===== src/timer_pwm_pkg.sv =====
// Purpose: Shared constants for the four-channel PWM timer block.
// Assumes: Byte-wide register port, one register per address index.
// Notes:   Channel registers repeat with a fixed stride from a base index.
package timer_pwm_pkg;
  // ==========================================================================
  // Bus geometry
  localparam int ADDR_W = 5;
  localparam int DATA_W = 8;
  localparam int NCHAN = 4;

  // ==========================================================================
  // Register indices
  localparam logic [4:0] TSC_ADDR = 5'h00;
  localparam logic [4:0] CNT_HI_ADDR = 5'h01;
  localparam logic [4:0] CNT_LO_ADDR = 5'h02;
  localparam logic [4:0] MOD_HI_ADDR = 5'h03;
  localparam logic [4:0] MOD_LO_ADDR = 5'h04;
  localparam logic [4:0] CH_BASE_ADDR = 5'h05;
  localparam logic [4:0] CH_STRIDE = 5'h03;

  // ==========================================================================
  // Timer status/control fields
  localparam int TSC_FLAG_B = 7;
  localparam int TSC_IE_B = 6;
  localparam int TSC_HALT_B = 5;
  localparam int TSC_TRST_B = 4;
  localparam int TSC_PS_LSB = 0;

  // ==========================================================================
  // Channel status/control fields
  localparam int CSC_FLAG_B = 7;
  localparam int CSC_IE_B = 6;
  localparam int CSC_LINK_B = 5;
  localparam int CSC_MSA_B = 4;
  localparam int CSC_ELS_LSB = 2;
  localparam int CSC_TOV_B = 1;
  localparam int CSC_MAX_B = 0;
  localparam logic [7:0] CSC_LOWER_MASK = 8'h7f;
  localparam logic [7:0] CSC_UPPER_MASK = 8'h5f;

  // ==========================================================================
  // Encodings and reset values
  localparam logic [2:0] PS_EXT_CLK = 3'h7;
  localparam logic [1:0] ELS_TOGGLE = 2'h1;
  localparam logic [1:0] ELS_CLEAR = 2'h2;
  localparam logic [1:0] ELS_SET = 2'h3;
  localparam logic [15:0] MOD_RESET = 16'hffff;
  localparam logic [15:0] CMP_RESET = 16'h0000;
endpackage


===== src/timer_pwm_channels.sv =====
// Purpose: Four-channel 16-bit timer with PWM output, linked buffered pairs,
//          overflow and channel flags, and wait/stop/break handling.
// Assumes: One clock; external count clock is synchronised before use.
// Notes:   Pin outputs come from flops; output enables are active low.
// Functional notes
// - Period is overflow to overflow, set by modulo.
// - Toggle-on-wrap inverts pin at modulo match.
// - Pulse width spans overflow to compare match.
// - Modulo 255 undivided gives 256 clocks.
// - Compare 128 of 256 gives half duty.
// - Linked pair: lower first, upper write next.
// - At overflow, last written set becomes active.
// - Linked output on lower pin; upper pin released.
// - Pair two/three links the same way.
// - Link bit overrides low mode bit.
// - Mode 0:1 unbuffered, 1:0 buffered pair.
// - Edge/level 1:0 clears, 1:1 sets on match.
// - Toggle-on-wrap off with clear on match gives constant zero duty.
// - Full-duty bit with wrap toggle off: constant high.
// - Overflow sets flag; interrupt when enabled.
// - Channel event sets flag; interrupt when enabled.
// - Wait: keeps running, no bus, interrupt wakes.
// - Stop halts, keeps all state, then resumes.
// - Debug break freezes the counter.
// - Break without clear enable keeps flags unchanged.
// - Two-step clear survives break, finishes afterwards.
// - At modulo, flag sets and count restarts zero.
// - Prescaler divides by 1..64, code 7 external.
//
// Chosen here: strobed register access and the register offsets.
module timer_pwm_channels (
  input wire logic ref_clk,
  input wire logic rst_n,
  input wire logic [timer_pwm_pkg::ADDR_W-1:0] reg_addr,
  input wire logic [timer_pwm_pkg::DATA_W-1:0] reg_wdata,
  input wire logic reg_wr,
  input wire logic reg_rd,
  output logic [timer_pwm_pkg::DATA_W-1:0] reg_rdata,
  input wire logic ext_count_clock_pin,
  input wire logic wait_mode,
  input wire logic stop_mode,
  input wire logic break_active,
  input wire logic break_clear_enable,
  output logic [timer_pwm_pkg::NCHAN-1:0] chan_out,
  output logic [timer_pwm_pkg::NCHAN-1:0] chan_oe_n,
  output logic irq_req,
  output logic wake_req
);
  import timer_pwm_pkg::*;

  // ==========================================================================
  // State
  typedef struct packed {
    logic ovf_flag;
    logic ovf_armed;
    logic ovf_irq_en;
    logic counter_halt;
    logic [2:0] prescale_select;
    logic [5:0] presc;
    logic [15:0] cnt;
    logic [15:0] modulo;
    logic mod_inhibit;
    logic [7:0] cnt_lo_latch;
    logic cnt_latched;
    logic [2:0] ext_sync;
    logic [3:0][7:0] chan_sc;
    logic [3:0][15:0] chan_cmp;
    logic [3:0] chan_armed;
    logic [3:0] chan_pin;
    logic [1:0] pair_sel;
    logic [1:0] pair_last;
    logic [7:0] rdata;
  } state_s;

  state_s q;
  state_s d;

  logic pair01_link_bit;
  logic pair23_link_bit;
  logic [3:0] released;
  logic [3:0] chan_en;
  logic run;
  logic tick;
  logic wrap;
  logic freeze;
  logic [15:0] cnt_nx;
  logic [5:0] ps_mask;
  logic ext_edge;

  // ==========================================================================
  // Channel decode
  // Link bits only exist on the lower channel of each pair.
  assign pair01_link_bit = q.chan_sc[0][CSC_LINK_B];
  assign pair23_link_bit = q.chan_sc[2][CSC_LINK_B];
  assign released = {pair23_link_bit, 1'b0, pair01_link_bit, 1'b0};

  // A channel runs compare when the link bit or the low mode bit is set, its edge/level bits are nonzero and it is not released.
  for (genvar g = 0; g < NCHAN; g++) begin : g_en
    assign chan_en[g] = (q.chan_sc[g][CSC_LINK_B] | q.chan_sc[g][CSC_MSA_B])
      & (q.chan_sc[g][CSC_ELS_LSB+:2] != 2'h0) & ~released[g];
  end

  // ==========================================================================
  // Count enable
  // Stop and break both gate the prescaler, so the prescaler and counter hold meanwhile.
  assign run = ~q.counter_halt & ~stop_mode & ~break_active;
  assign ps_mask = 6'(7'(7'h01 << q.prescale_select) - 7'h01);
  assign ext_edge = q.ext_sync[1] & ~q.ext_sync[2];
  assign tick = run & ((q.prescale_select == PS_EXT_CLK) ? ext_edge :
                       ((q.presc & ps_mask) == ps_mask));
  assign wrap = tick & (q.cnt == q.modulo);
  assign cnt_nx = (q.cnt == q.modulo) ? 16'h0000 : 16'(q.cnt + 16'h0001);
  assign freeze = break_active & ~break_clear_enable;

  // ==========================================================================
  // Next state
  // Write clears are applied first and hardware sets later, so a set wins.
  always_comb begin
    logic rd_ok;
    logic wr_ok;
    logic [15:0] cmp;
    logic [1:0] els;
    logic [4:0] base;
    int src;
    rd_ok = 1'b0;
    wr_ok = 1'b0;
    cmp = 16'h0000;
    els = 2'h0;
    base = 5'h00;
    src = 0;
    d = q;
    d.rdata = 8'h00;
    d.ext_sync = {q.ext_sync[1], q.ext_sync[0], ext_count_clock_pin};
    // The bus is cut off in wait mode; the timer itself keeps going.
    rd_ok = reg_rd & ~wait_mode;
    wr_ok = reg_wr & ~wait_mode;
    if (run) begin
      d.presc = 6'(q.presc + 6'h01);
    end
    if (tick) begin
      d.cnt = cnt_nx;
    end

    // Reads.
    if (rd_ok) begin
      case (reg_addr)
        TSC_ADDR: begin
          d.rdata = {q.ovf_flag, q.ovf_irq_en, q.counter_halt, 2'b00,
                     q.prescale_select};
          if (q.ovf_flag && !freeze) begin
            d.ovf_armed = 1'b1;
          end
        end
        CNT_HI_ADDR: begin
          // Reading the high byte holds the low byte for a coherent pair.
          d.rdata = q.cnt[15:8];
          d.cnt_lo_latch = q.cnt[7:0];
          d.cnt_latched = 1'b1;
        end
        CNT_LO_ADDR: begin
          d.rdata = q.cnt_latched ? q.cnt_lo_latch : q.cnt[7:0];
          d.cnt_latched = 1'b0;
        end
        MOD_HI_ADDR: d.rdata = q.modulo[15:8];
        MOD_LO_ADDR: d.rdata = q.modulo[7:0];
        default: d.rdata = 8'h00;
      endcase
      for (int i = 0; i < NCHAN; i++) begin
        base = 5'(CH_BASE_ADDR + CH_STRIDE * 5'(i));
        if (reg_addr == base) begin
          d.rdata = q.chan_sc[i];
          if (q.chan_sc[i][CSC_FLAG_B] && !freeze) begin
            d.chan_armed[i] = 1'b1;
          end
        end else if (reg_addr == 5'(base + 5'h01)) begin
          d.rdata = q.chan_cmp[i][15:8];
        end else if (reg_addr == 5'(base + 5'h02)) begin
          d.rdata = q.chan_cmp[i][7:0];
        end
      end
    end

    // Writes.
    if (wr_ok) begin
      case (reg_addr)
        TSC_ADDR: begin
          d.ovf_irq_en = reg_wdata[TSC_IE_B];
          d.counter_halt = reg_wdata[TSC_HALT_B];
          d.prescale_select = reg_wdata[TSC_PS_LSB+:3];
          // Frozen flags keep their arm so the second step works later.
          if (!freeze) begin
            if (!reg_wdata[TSC_FLAG_B] && q.ovf_armed) begin
              d.ovf_flag = 1'b0;
            end
            d.ovf_armed = 1'b0;
          end
          if (reg_wdata[TSC_TRST_B]) begin
            d.cnt = 16'h0000;
            d.presc = 6'h00;
          end
        end
        MOD_HI_ADDR: begin
          // Overflow flagging waits for the low byte to complete the value.
          d.modulo[15:8] = reg_wdata;
          d.mod_inhibit = 1'b1;
        end
        MOD_LO_ADDR: begin
          d.modulo[7:0] = reg_wdata;
          d.mod_inhibit = 1'b0;
        end
        default: d.mod_inhibit = q.mod_inhibit;
      endcase
      for (int i = 0; i < NCHAN; i++) begin
        base = 5'(CH_BASE_ADDR + CH_STRIDE * 5'(i));
        if (reg_addr == base) begin
          d.chan_sc[i][6:0] = reg_wdata[6:0] &
            (((i % 2) == 0) ? CSC_LOWER_MASK[6:0] : CSC_UPPER_MASK[6:0]);
          if (!freeze) begin
            if (!reg_wdata[CSC_FLAG_B] && q.chan_armed[i]) begin
              d.chan_sc[i][CSC_FLAG_B] = 1'b0;
            end
            d.chan_armed[i] = 1'b0;
          end
        end else if (reg_addr == 5'(base + 5'h01) ||
                     reg_addr == 5'(base + 5'h02)) begin
          if (reg_addr == 5'(base + 5'h01)) begin
            d.chan_cmp[i][15:8] = reg_wdata;
          end else begin
            d.chan_cmp[i][7:0] = reg_wdata;
          end
          // Remember which half of the pair software touched last.
          d.pair_last[i / 2] = (i % 2) == 1;
        end
      end
    end

    // Buffered pair source selection, swapped only at overflow.
    for (int p = 0; p < 2; p++) begin
      if (!q.chan_sc[2 * p][CSC_LINK_B]) begin
        d.pair_sel[p] = 1'b0;
      end else if (wrap) begin
        d.pair_sel[p] = q.pair_last[p];
      end
    end

    // Overflow flag; set beats any clear made above.
    if (wrap && !q.mod_inhibit) begin
      d.ovf_flag = 1'b1;
    end

    // Channel outputs: wrap toggle first, then compare on the new count,
    // so a compare of zero gives a pulse of zero width.
    for (int i = 0; i < NCHAN; i++) begin
      src = i;
      if ((i % 2) == 0 && q.chan_sc[i][CSC_LINK_B] && q.pair_sel[i / 2]) begin
        src = i + 1;
      end
      cmp = q.chan_cmp[src];
      els = q.chan_sc[i][CSC_ELS_LSB+:2];
      if (chan_en[i] && tick) begin
        if (wrap && q.chan_sc[i][CSC_TOV_B]) begin
          d.chan_pin[i] = ~q.chan_pin[i];
        end
        if (cnt_nx == cmp) begin
          d.chan_sc[i][CSC_FLAG_B] = 1'b1;
          case (els)
            ELS_TOGGLE: d.chan_pin[i] = ~d.chan_pin[i];
            ELS_CLEAR: d.chan_pin[i] = 1'b0;
            ELS_SET: d.chan_pin[i] = 1'b1;
            default: d.chan_pin[i] = d.chan_pin[i];
          endcase
        end
      end
      if (chan_en[i] && q.chan_sc[i][CSC_MAX_B] &&
          !q.chan_sc[i][CSC_TOV_B]) begin
        d.chan_pin[i] = 1'b1;
      end
    end
  end

  // ==========================================================================
  // State register
  always_ff @(posedge ref_clk) begin
    if (!rst_n) begin
      q <= '0;
      q.counter_halt <= 1'b1;
      q.modulo <= MOD_RESET;
      q.chan_cmp <= {NCHAN{CMP_RESET}};
    end else begin
      q <= d;
    end
  end

  // ==========================================================================
  // Outputs
  // A released upper pin is handed back to general I/O, never driven here.
  assign reg_rdata = q.rdata;
  assign chan_out = q.chan_pin;
  assign chan_oe_n = ~chan_en;
  always_comb begin
    irq_req = q.ovf_flag & q.ovf_irq_en;
    for (int i = 0; i < NCHAN; i++) begin
      irq_req = irq_req |
        (q.chan_sc[i][CSC_FLAG_B] & q.chan_sc[i][CSC_IE_B]);
    end
  end
  assign wake_req = wait_mode & irq_req;
endmodule


===== config.mk =====
export PLATFORM = sky130hd
export DESIGN_NAME = timer_pwm_channels
export DESIGN_NICKNAME = d
export VERILOG_FILES = /design/src/timer_pwm_pkg.sv /design/src/timer_pwm_channels.sv
export SDC_FILE = /design/constraint.sdc
export NUM_CORES = 1
export LEC_CHECK = 0
export ABC_CLOCK_PERIOD_IN_PS = 3600
export BUFFER_PORTS_ARGS = -buffer_cell sky130_fd_sc_hd__buf_2
export CAP_MARGIN = 10
export CORE_ASPECT_RATIO = 1.5
export CORE_MARGIN = 1
export CORE_UTILIZATION = 63
export CTS_CLUSTER_DIAMETER = 50
export DETAILED_ROUTE_END_ITERATION = 8
export PLACE_DENSITY = 0.82
export SLEW_MARGIN = 20
export SYNTH_ARGS = -nofsm -noshare
export SYNTH_HDL_FRONTEND = slang
export SYNTH_SLANG_ARGS = --single-unit

===== constraint.sdc =====
create_clock -name ref_clk -period 3.6 [get_ports ref_clk]
set_clock_uncertainty 0.1 [all_clocks]
set_input_delay 0.9 -clock ref_clk [delete_from_list [all_inputs] [get_ports ref_clk]]
set_output_delay 0.9 -clock ref_clk [all_outputs]
set_load 0.01 [all_outputs]

* Yosys cells after proc, flatten, opt, wreduce, memory -nomap -nowiden
Cells that the tools add are included. W data, S select, Z words.
Word-level totals: bits in registers 172, input bits 22, output and inout port bits 18, logic and storage cells 336
Cells by class: $add $sub $neg 3, $lt $le $gt $ge 2, eq/ne operators 36, shifts and indexed selects 1, muxes and demuxes 125, bitwise gates (word level) 53, reduce and logical (&&, ||, !) cells 77
Operators with widths (count):
- $mux W16 | 14
- $mux W8 | 27
- $mux W100 | 1
- $eq A16 B16 Y1 | 5
- $mux W1 | 68
- $bmux W16 S2 | 2
- $lt A32 B4 Y1 const B | 2
- $mux W46 | 1
- $eq A5 B4 Y1 const B | 8
- $pmux W8 S5 | 1
- $reduce_and A4 Y1 | 9
- $logic_and A1 B1 Y1 | 29
- $mux W29 | 1
- $reduce_and A2 Y1 | 13
- $reduce_bool A2 Y1 | 13
- $not A1 Y1 | 25
- $mux W22 | 1
- $and A1 B1 Y1 | 20
- $eq A5 B3 Y1 const B | 4
- $add A16 B1 Y16 const B | 1
- $eq A2 B2 Y1 const B | 8
- $pmux W1 S3 | 4
- $eq A5 B2 Y1 const B | 2
- $eq A2 B1 Y1 const B | 4
- 19 further kinds | 34

* Longest topological paths before layout
depth after elaboration 15, mapped depth 14

* Worst setup path after synthesis
Ideal clock, no wire load.
kind input-to-reg, start input reg_addr[0] in the netlist's numbering, end register q[148] in the netlist's numbering, library setup time 0.128 ns, data arrival time 2.808 ns, required time 3.372 ns, slack 0.564 ns, cell stages on the path 8, path buffers 3, cell sequence clkbuf_1 > or3_1 > nor3_1 > clkbuf_1 > nand2_1 > o21ai_1 > clkbuf_1 > nor2_1
Between the ends: longest elaborated chain between the ends 3
RTL lines:
- start, declared | line timer_pwm_channels.sv:34 | input wire logic [timer_pwm_pkg::ADDR_W-1:0] reg_addr,
- $logic_not A5 Y1 | line timer_pwm_channels.sv:185 | case (reg_addr)
- $mux W29 | line timer_pwm_channels.sv:185
- $mux W46 | line timer_pwm_channels.sv:184 | if (wr_ok) begin
- end, declared | line timer_pwm_channels.sv:75 | state_s q;
No other way between the ends. The select of a mux whose other input is x is not followed. A chain may end at the register's enable or synchronous reset.

* Worst setup path after layout
start register q[147] in the netlist's numbering, end register q (netlist bit chan_out[1])
Between the ends: longest elaborated chain between the ends 10, elaborated cells between the ends (all ways) 13
RTL lines:
- branches (longest 7 deep; another with $add A16 B1 Y16)
- $mux W1 * | line timer_pwm_channels.sv:264 | if (cnt_nx == cmp) begin
- $mux W1 * | line timer_pwm_channels.sv:260 | if (chan_en[i] && tick) begin
- $mux W1 * | line timer_pwm_channels.sv:274 | if (chan_en[i] && q.chan_sc[i][CSC_MAX_B] &&
Every way passes the cells marked *. The select of a mux whose other input is x is not followed.

==> results.md <==
- Die H: between 150 and 200 um
- Slew headroom: 45.5%
- Worst r2r dst: chan_out[1]
- Syn_area_per_cell: 8.11 sq um
- H-tree depth: 4
- Buffers on Ports: 39
- CTS max path bufs: 2
- Min-Delay Startpoint: q[8]
- Fraction of layout cells with a size suffix above 1: 13.4%
- Synth area leader: dfxtp_1
- Pwr Total: approximately 4 mW
- Chip Width: about 110 um
- Max IR drop VDD: approximately 0.39 mV
- Worst EP required: 3.88 ns
- RSZ-0062 raised after global routing: no
- Yosys warns: 0
- Tot GR Track Use: 44.3%
- Outcome: complete, but fails checks
- Routed WL per cell: 24.4 um
- CP Max Fanout: 9
- Synth top area share: 32.4%
- DRT antenna net count: 0
- Area of the multi-input gates: 0.00667 sq mm
- Fin nets: 1,365
- Mapped Cells: 1,309
- DIE AREA: 0.0174 sq mm
- Post-CTS Setup Inserts: 0
- Slew @ Worst Pin: 0.816 ns
- Synthesized flop and latch total: 172
- Detail Placement HPWL: ~28,000 um
- Fmax: 0.288 GHz
- CP arrival: 3.75 ns
- Netlist cell types: 84
- Syn Nets: 1,333
- Hold Buf Count CTS: 0
- TritonCTS Buffers: 17
- Final Hold Fails: 0
- Crit Path Category: reg -> reg
- PwrDens: 345 mW/mm^2
- Leak: around 4.5 nW
- Vias in the first global route: 9,811
- Site Rows: 57
- Fill count: 1,329
- Residual DRC: 1
- Min Tclk post-route: 3.47 ns
- Syn-to-layout area delta: 10.8%
- Worst-path clk slew: around 0.08 ns
- Synth async-reset ratio: 0%
- Period utilization: 96.4%
- DR iter-0 viols: ~1,400
- R2R Path Start: q[147]
- Seq/Total Area, Yosys: between 30% and 40%
- Reg2reg path depth: 10
- Core Box Area: 0.0163 sq mm
- Global-route wire length before repair: between 50,000 and 60,000 um
- Diodes inserted: 0
- Grt ovf: 0
- Hold endpoint: q[10]
- Largest net degree at the start of global routing: 53
- Detailed Route WL: 38,000 um
- Clock Tree Root: clkbuf_16
- Commonest cells after routing, fill and taps aside: nand2_1, dfxtp_1, nor2_1
- Post-route setup TNS: 0 ns
- # Max-Cap Violations: 0
- Starting Density: between 60 and 70%
- Initial antenna violation count: 1
- Placer Congestion: 1.05
- Top cells by area, synth: dfxtp_1, mux2i_1, nand2_1
- Via count: 10,600
- Drt first pass iters: 9
- Final setup viols: 0
- WHS Path Cells: 2
- EDFF count, synth: 0
- Commonest non-fill, non-tap cell in the layout: nand2_1
- Clk sinks: ~170
- CTS tree: done
- Reg-to-reg slack, setup: ~0.13 ns
- Slew Limit Fails: 0
- Failing checks: DRC
- Vias per cell: 6.77
- Post-Syn Area: between 0.01 and 0.015 sq mm
- Predominant post-synthesis flop cell: dfxtp_1
- HP Class: reg -> reg
- IO Pins: 40
- Worst setup EP type: flip-flop
- Critical Path Start Type: flip-flop
- Worst skew pair latency: between 0.4 and 0.5 ns
- Seq. cell area: 0.00344 sq mm
## cell usage after synthesis (all sizes together), types with 7 or more instances
| cell | number |
|---|---|
| a21boi | 57 |
| nand3b | 10 |
| a22oi | 15 |
| o21ai | 52 |
| xor2 | 35 |
| nand2b | 7 |
| xnor2 | 33 |
| nand3 | 65 |
| mux2 | 7 |
| a221o | 7 |
| a21oi | 62 |
| nor4 | 15 |
| o211ai | 9 |
| nor2 | 85 |
| buf | 38 |
| nand2 | 199 |
| inv | 18 |
| dfxtp | 172 |
| or3 | 9 |
| and2 | 21 |
| a31oi | 11 |
| clkbuf | 57 |
| a221oi | 19 |
| o32a | 7 |
| nand4 | 16 |
| and3 | 12 |
| nor2b | 62 |
| mux2i | 81 |
| nor3 | 23 |
| nor4b | 8 |
| o221ai | 7 |
## metal layers
layer / GRT usage [%] / share of wire (%) / vias to the layer above
li1: - / - / 4778
met1: 53.3 / 37 / 4938
met2: 68.7 / 45 / 638
met3: 9.36 / 9.2 / 201
met4: 32.9 / 8.7 / 0
met5: 0 / 0 / -
## stage by stage
step	cell area (sq um)	hold slack, ns	cells	util (%)	setup slack [ns]
6_report	11800	0.345	1560	72.0	0.131
5_1_grt	11800	0.366	1560	72.0	0.0391
4_1_cts	11700	0.344	1560	71.9	0.104
3_5_place_dp	11100	0.343	1528	68.2	0.142
3_3_place_gp	11100	0.338	1528	68.2	0.207
2_1_floorplan	10600	0.312	1309	-	0.564
## state kept, by name, indices dropped and copies added (netlist names)
| signal | cells |
|---|---|
| q | 156 |
| pair23_link_bit | 1 |
| pair01_link_bit | 1 |
| chan_out | 4 |
| reg_rdata | 8 |
| d | 2 |
## final cells by class
cell class / count / area share, %
Timing Repair Buffer: 108 / 6.08
Inverter: 18 / 0.574
Clock inverter: 15 / 1.54
Multi-Input combinational cell: 1024 / 56.7
Sequential cell: 172 / 29.3
Clock buffer: 17 / 3.62
Tap cell: 206 / 2.19
## worst max-delay path by stage
stage | start | to | slack (ns)
after global placement | q[145] | chan_out[1] | 0.21
after detailed placement | q[145] | chan_out[1] | 0.14
after CTS | q[145] | chan_out[1] | 0.10
after global routing | q[152] | chan_out[3] | 0.04
final | q[147] | chan_out[1] | 0.13
after floorplan | reg_addr[0] | q[148] | 0.56
## critical path: stages (launching register included)
cell      delay (ns)
dfxtp_1         0.50
buf_4           0.21
nand4_4         0.13
nor3_4          0.31
xor2_2          0.31
mux2_2          0.37
o32a_1          0.17
a2111o_1        0.41
nor4_2          0.39
mux2_1          0.39
o21ai_1         0.11
## repair_timing
action                                 CTS  global route
gates resized for setup                  0             5
endpoints found under the hold margin    0             0
setup endpoints to repair                0             3
## cells by family after synthesis
| kind of cell | synth area share [%] |
|---|---|
| adder cells (fa/ha/maj) | 0.236 |
| flip-flops | 32.4 |
| XOR/XNOR | 7.09 |
| multiplexers | 8.38 |
| AND/OR/NAND/NOR | 26.7 |
| AO/OA/AOI/OAI | 20.1 |
| buffers and inverters | 5.07 |
## report_power, final
group	switching, mW	total (mW)	internal (mW)
sequential	0.0104	1.92	1.91
clock	0.960	1.91	0.951
combinational	0.152	0.222	0.0700
Note: power is estimated with default switching activity, not from simulation.
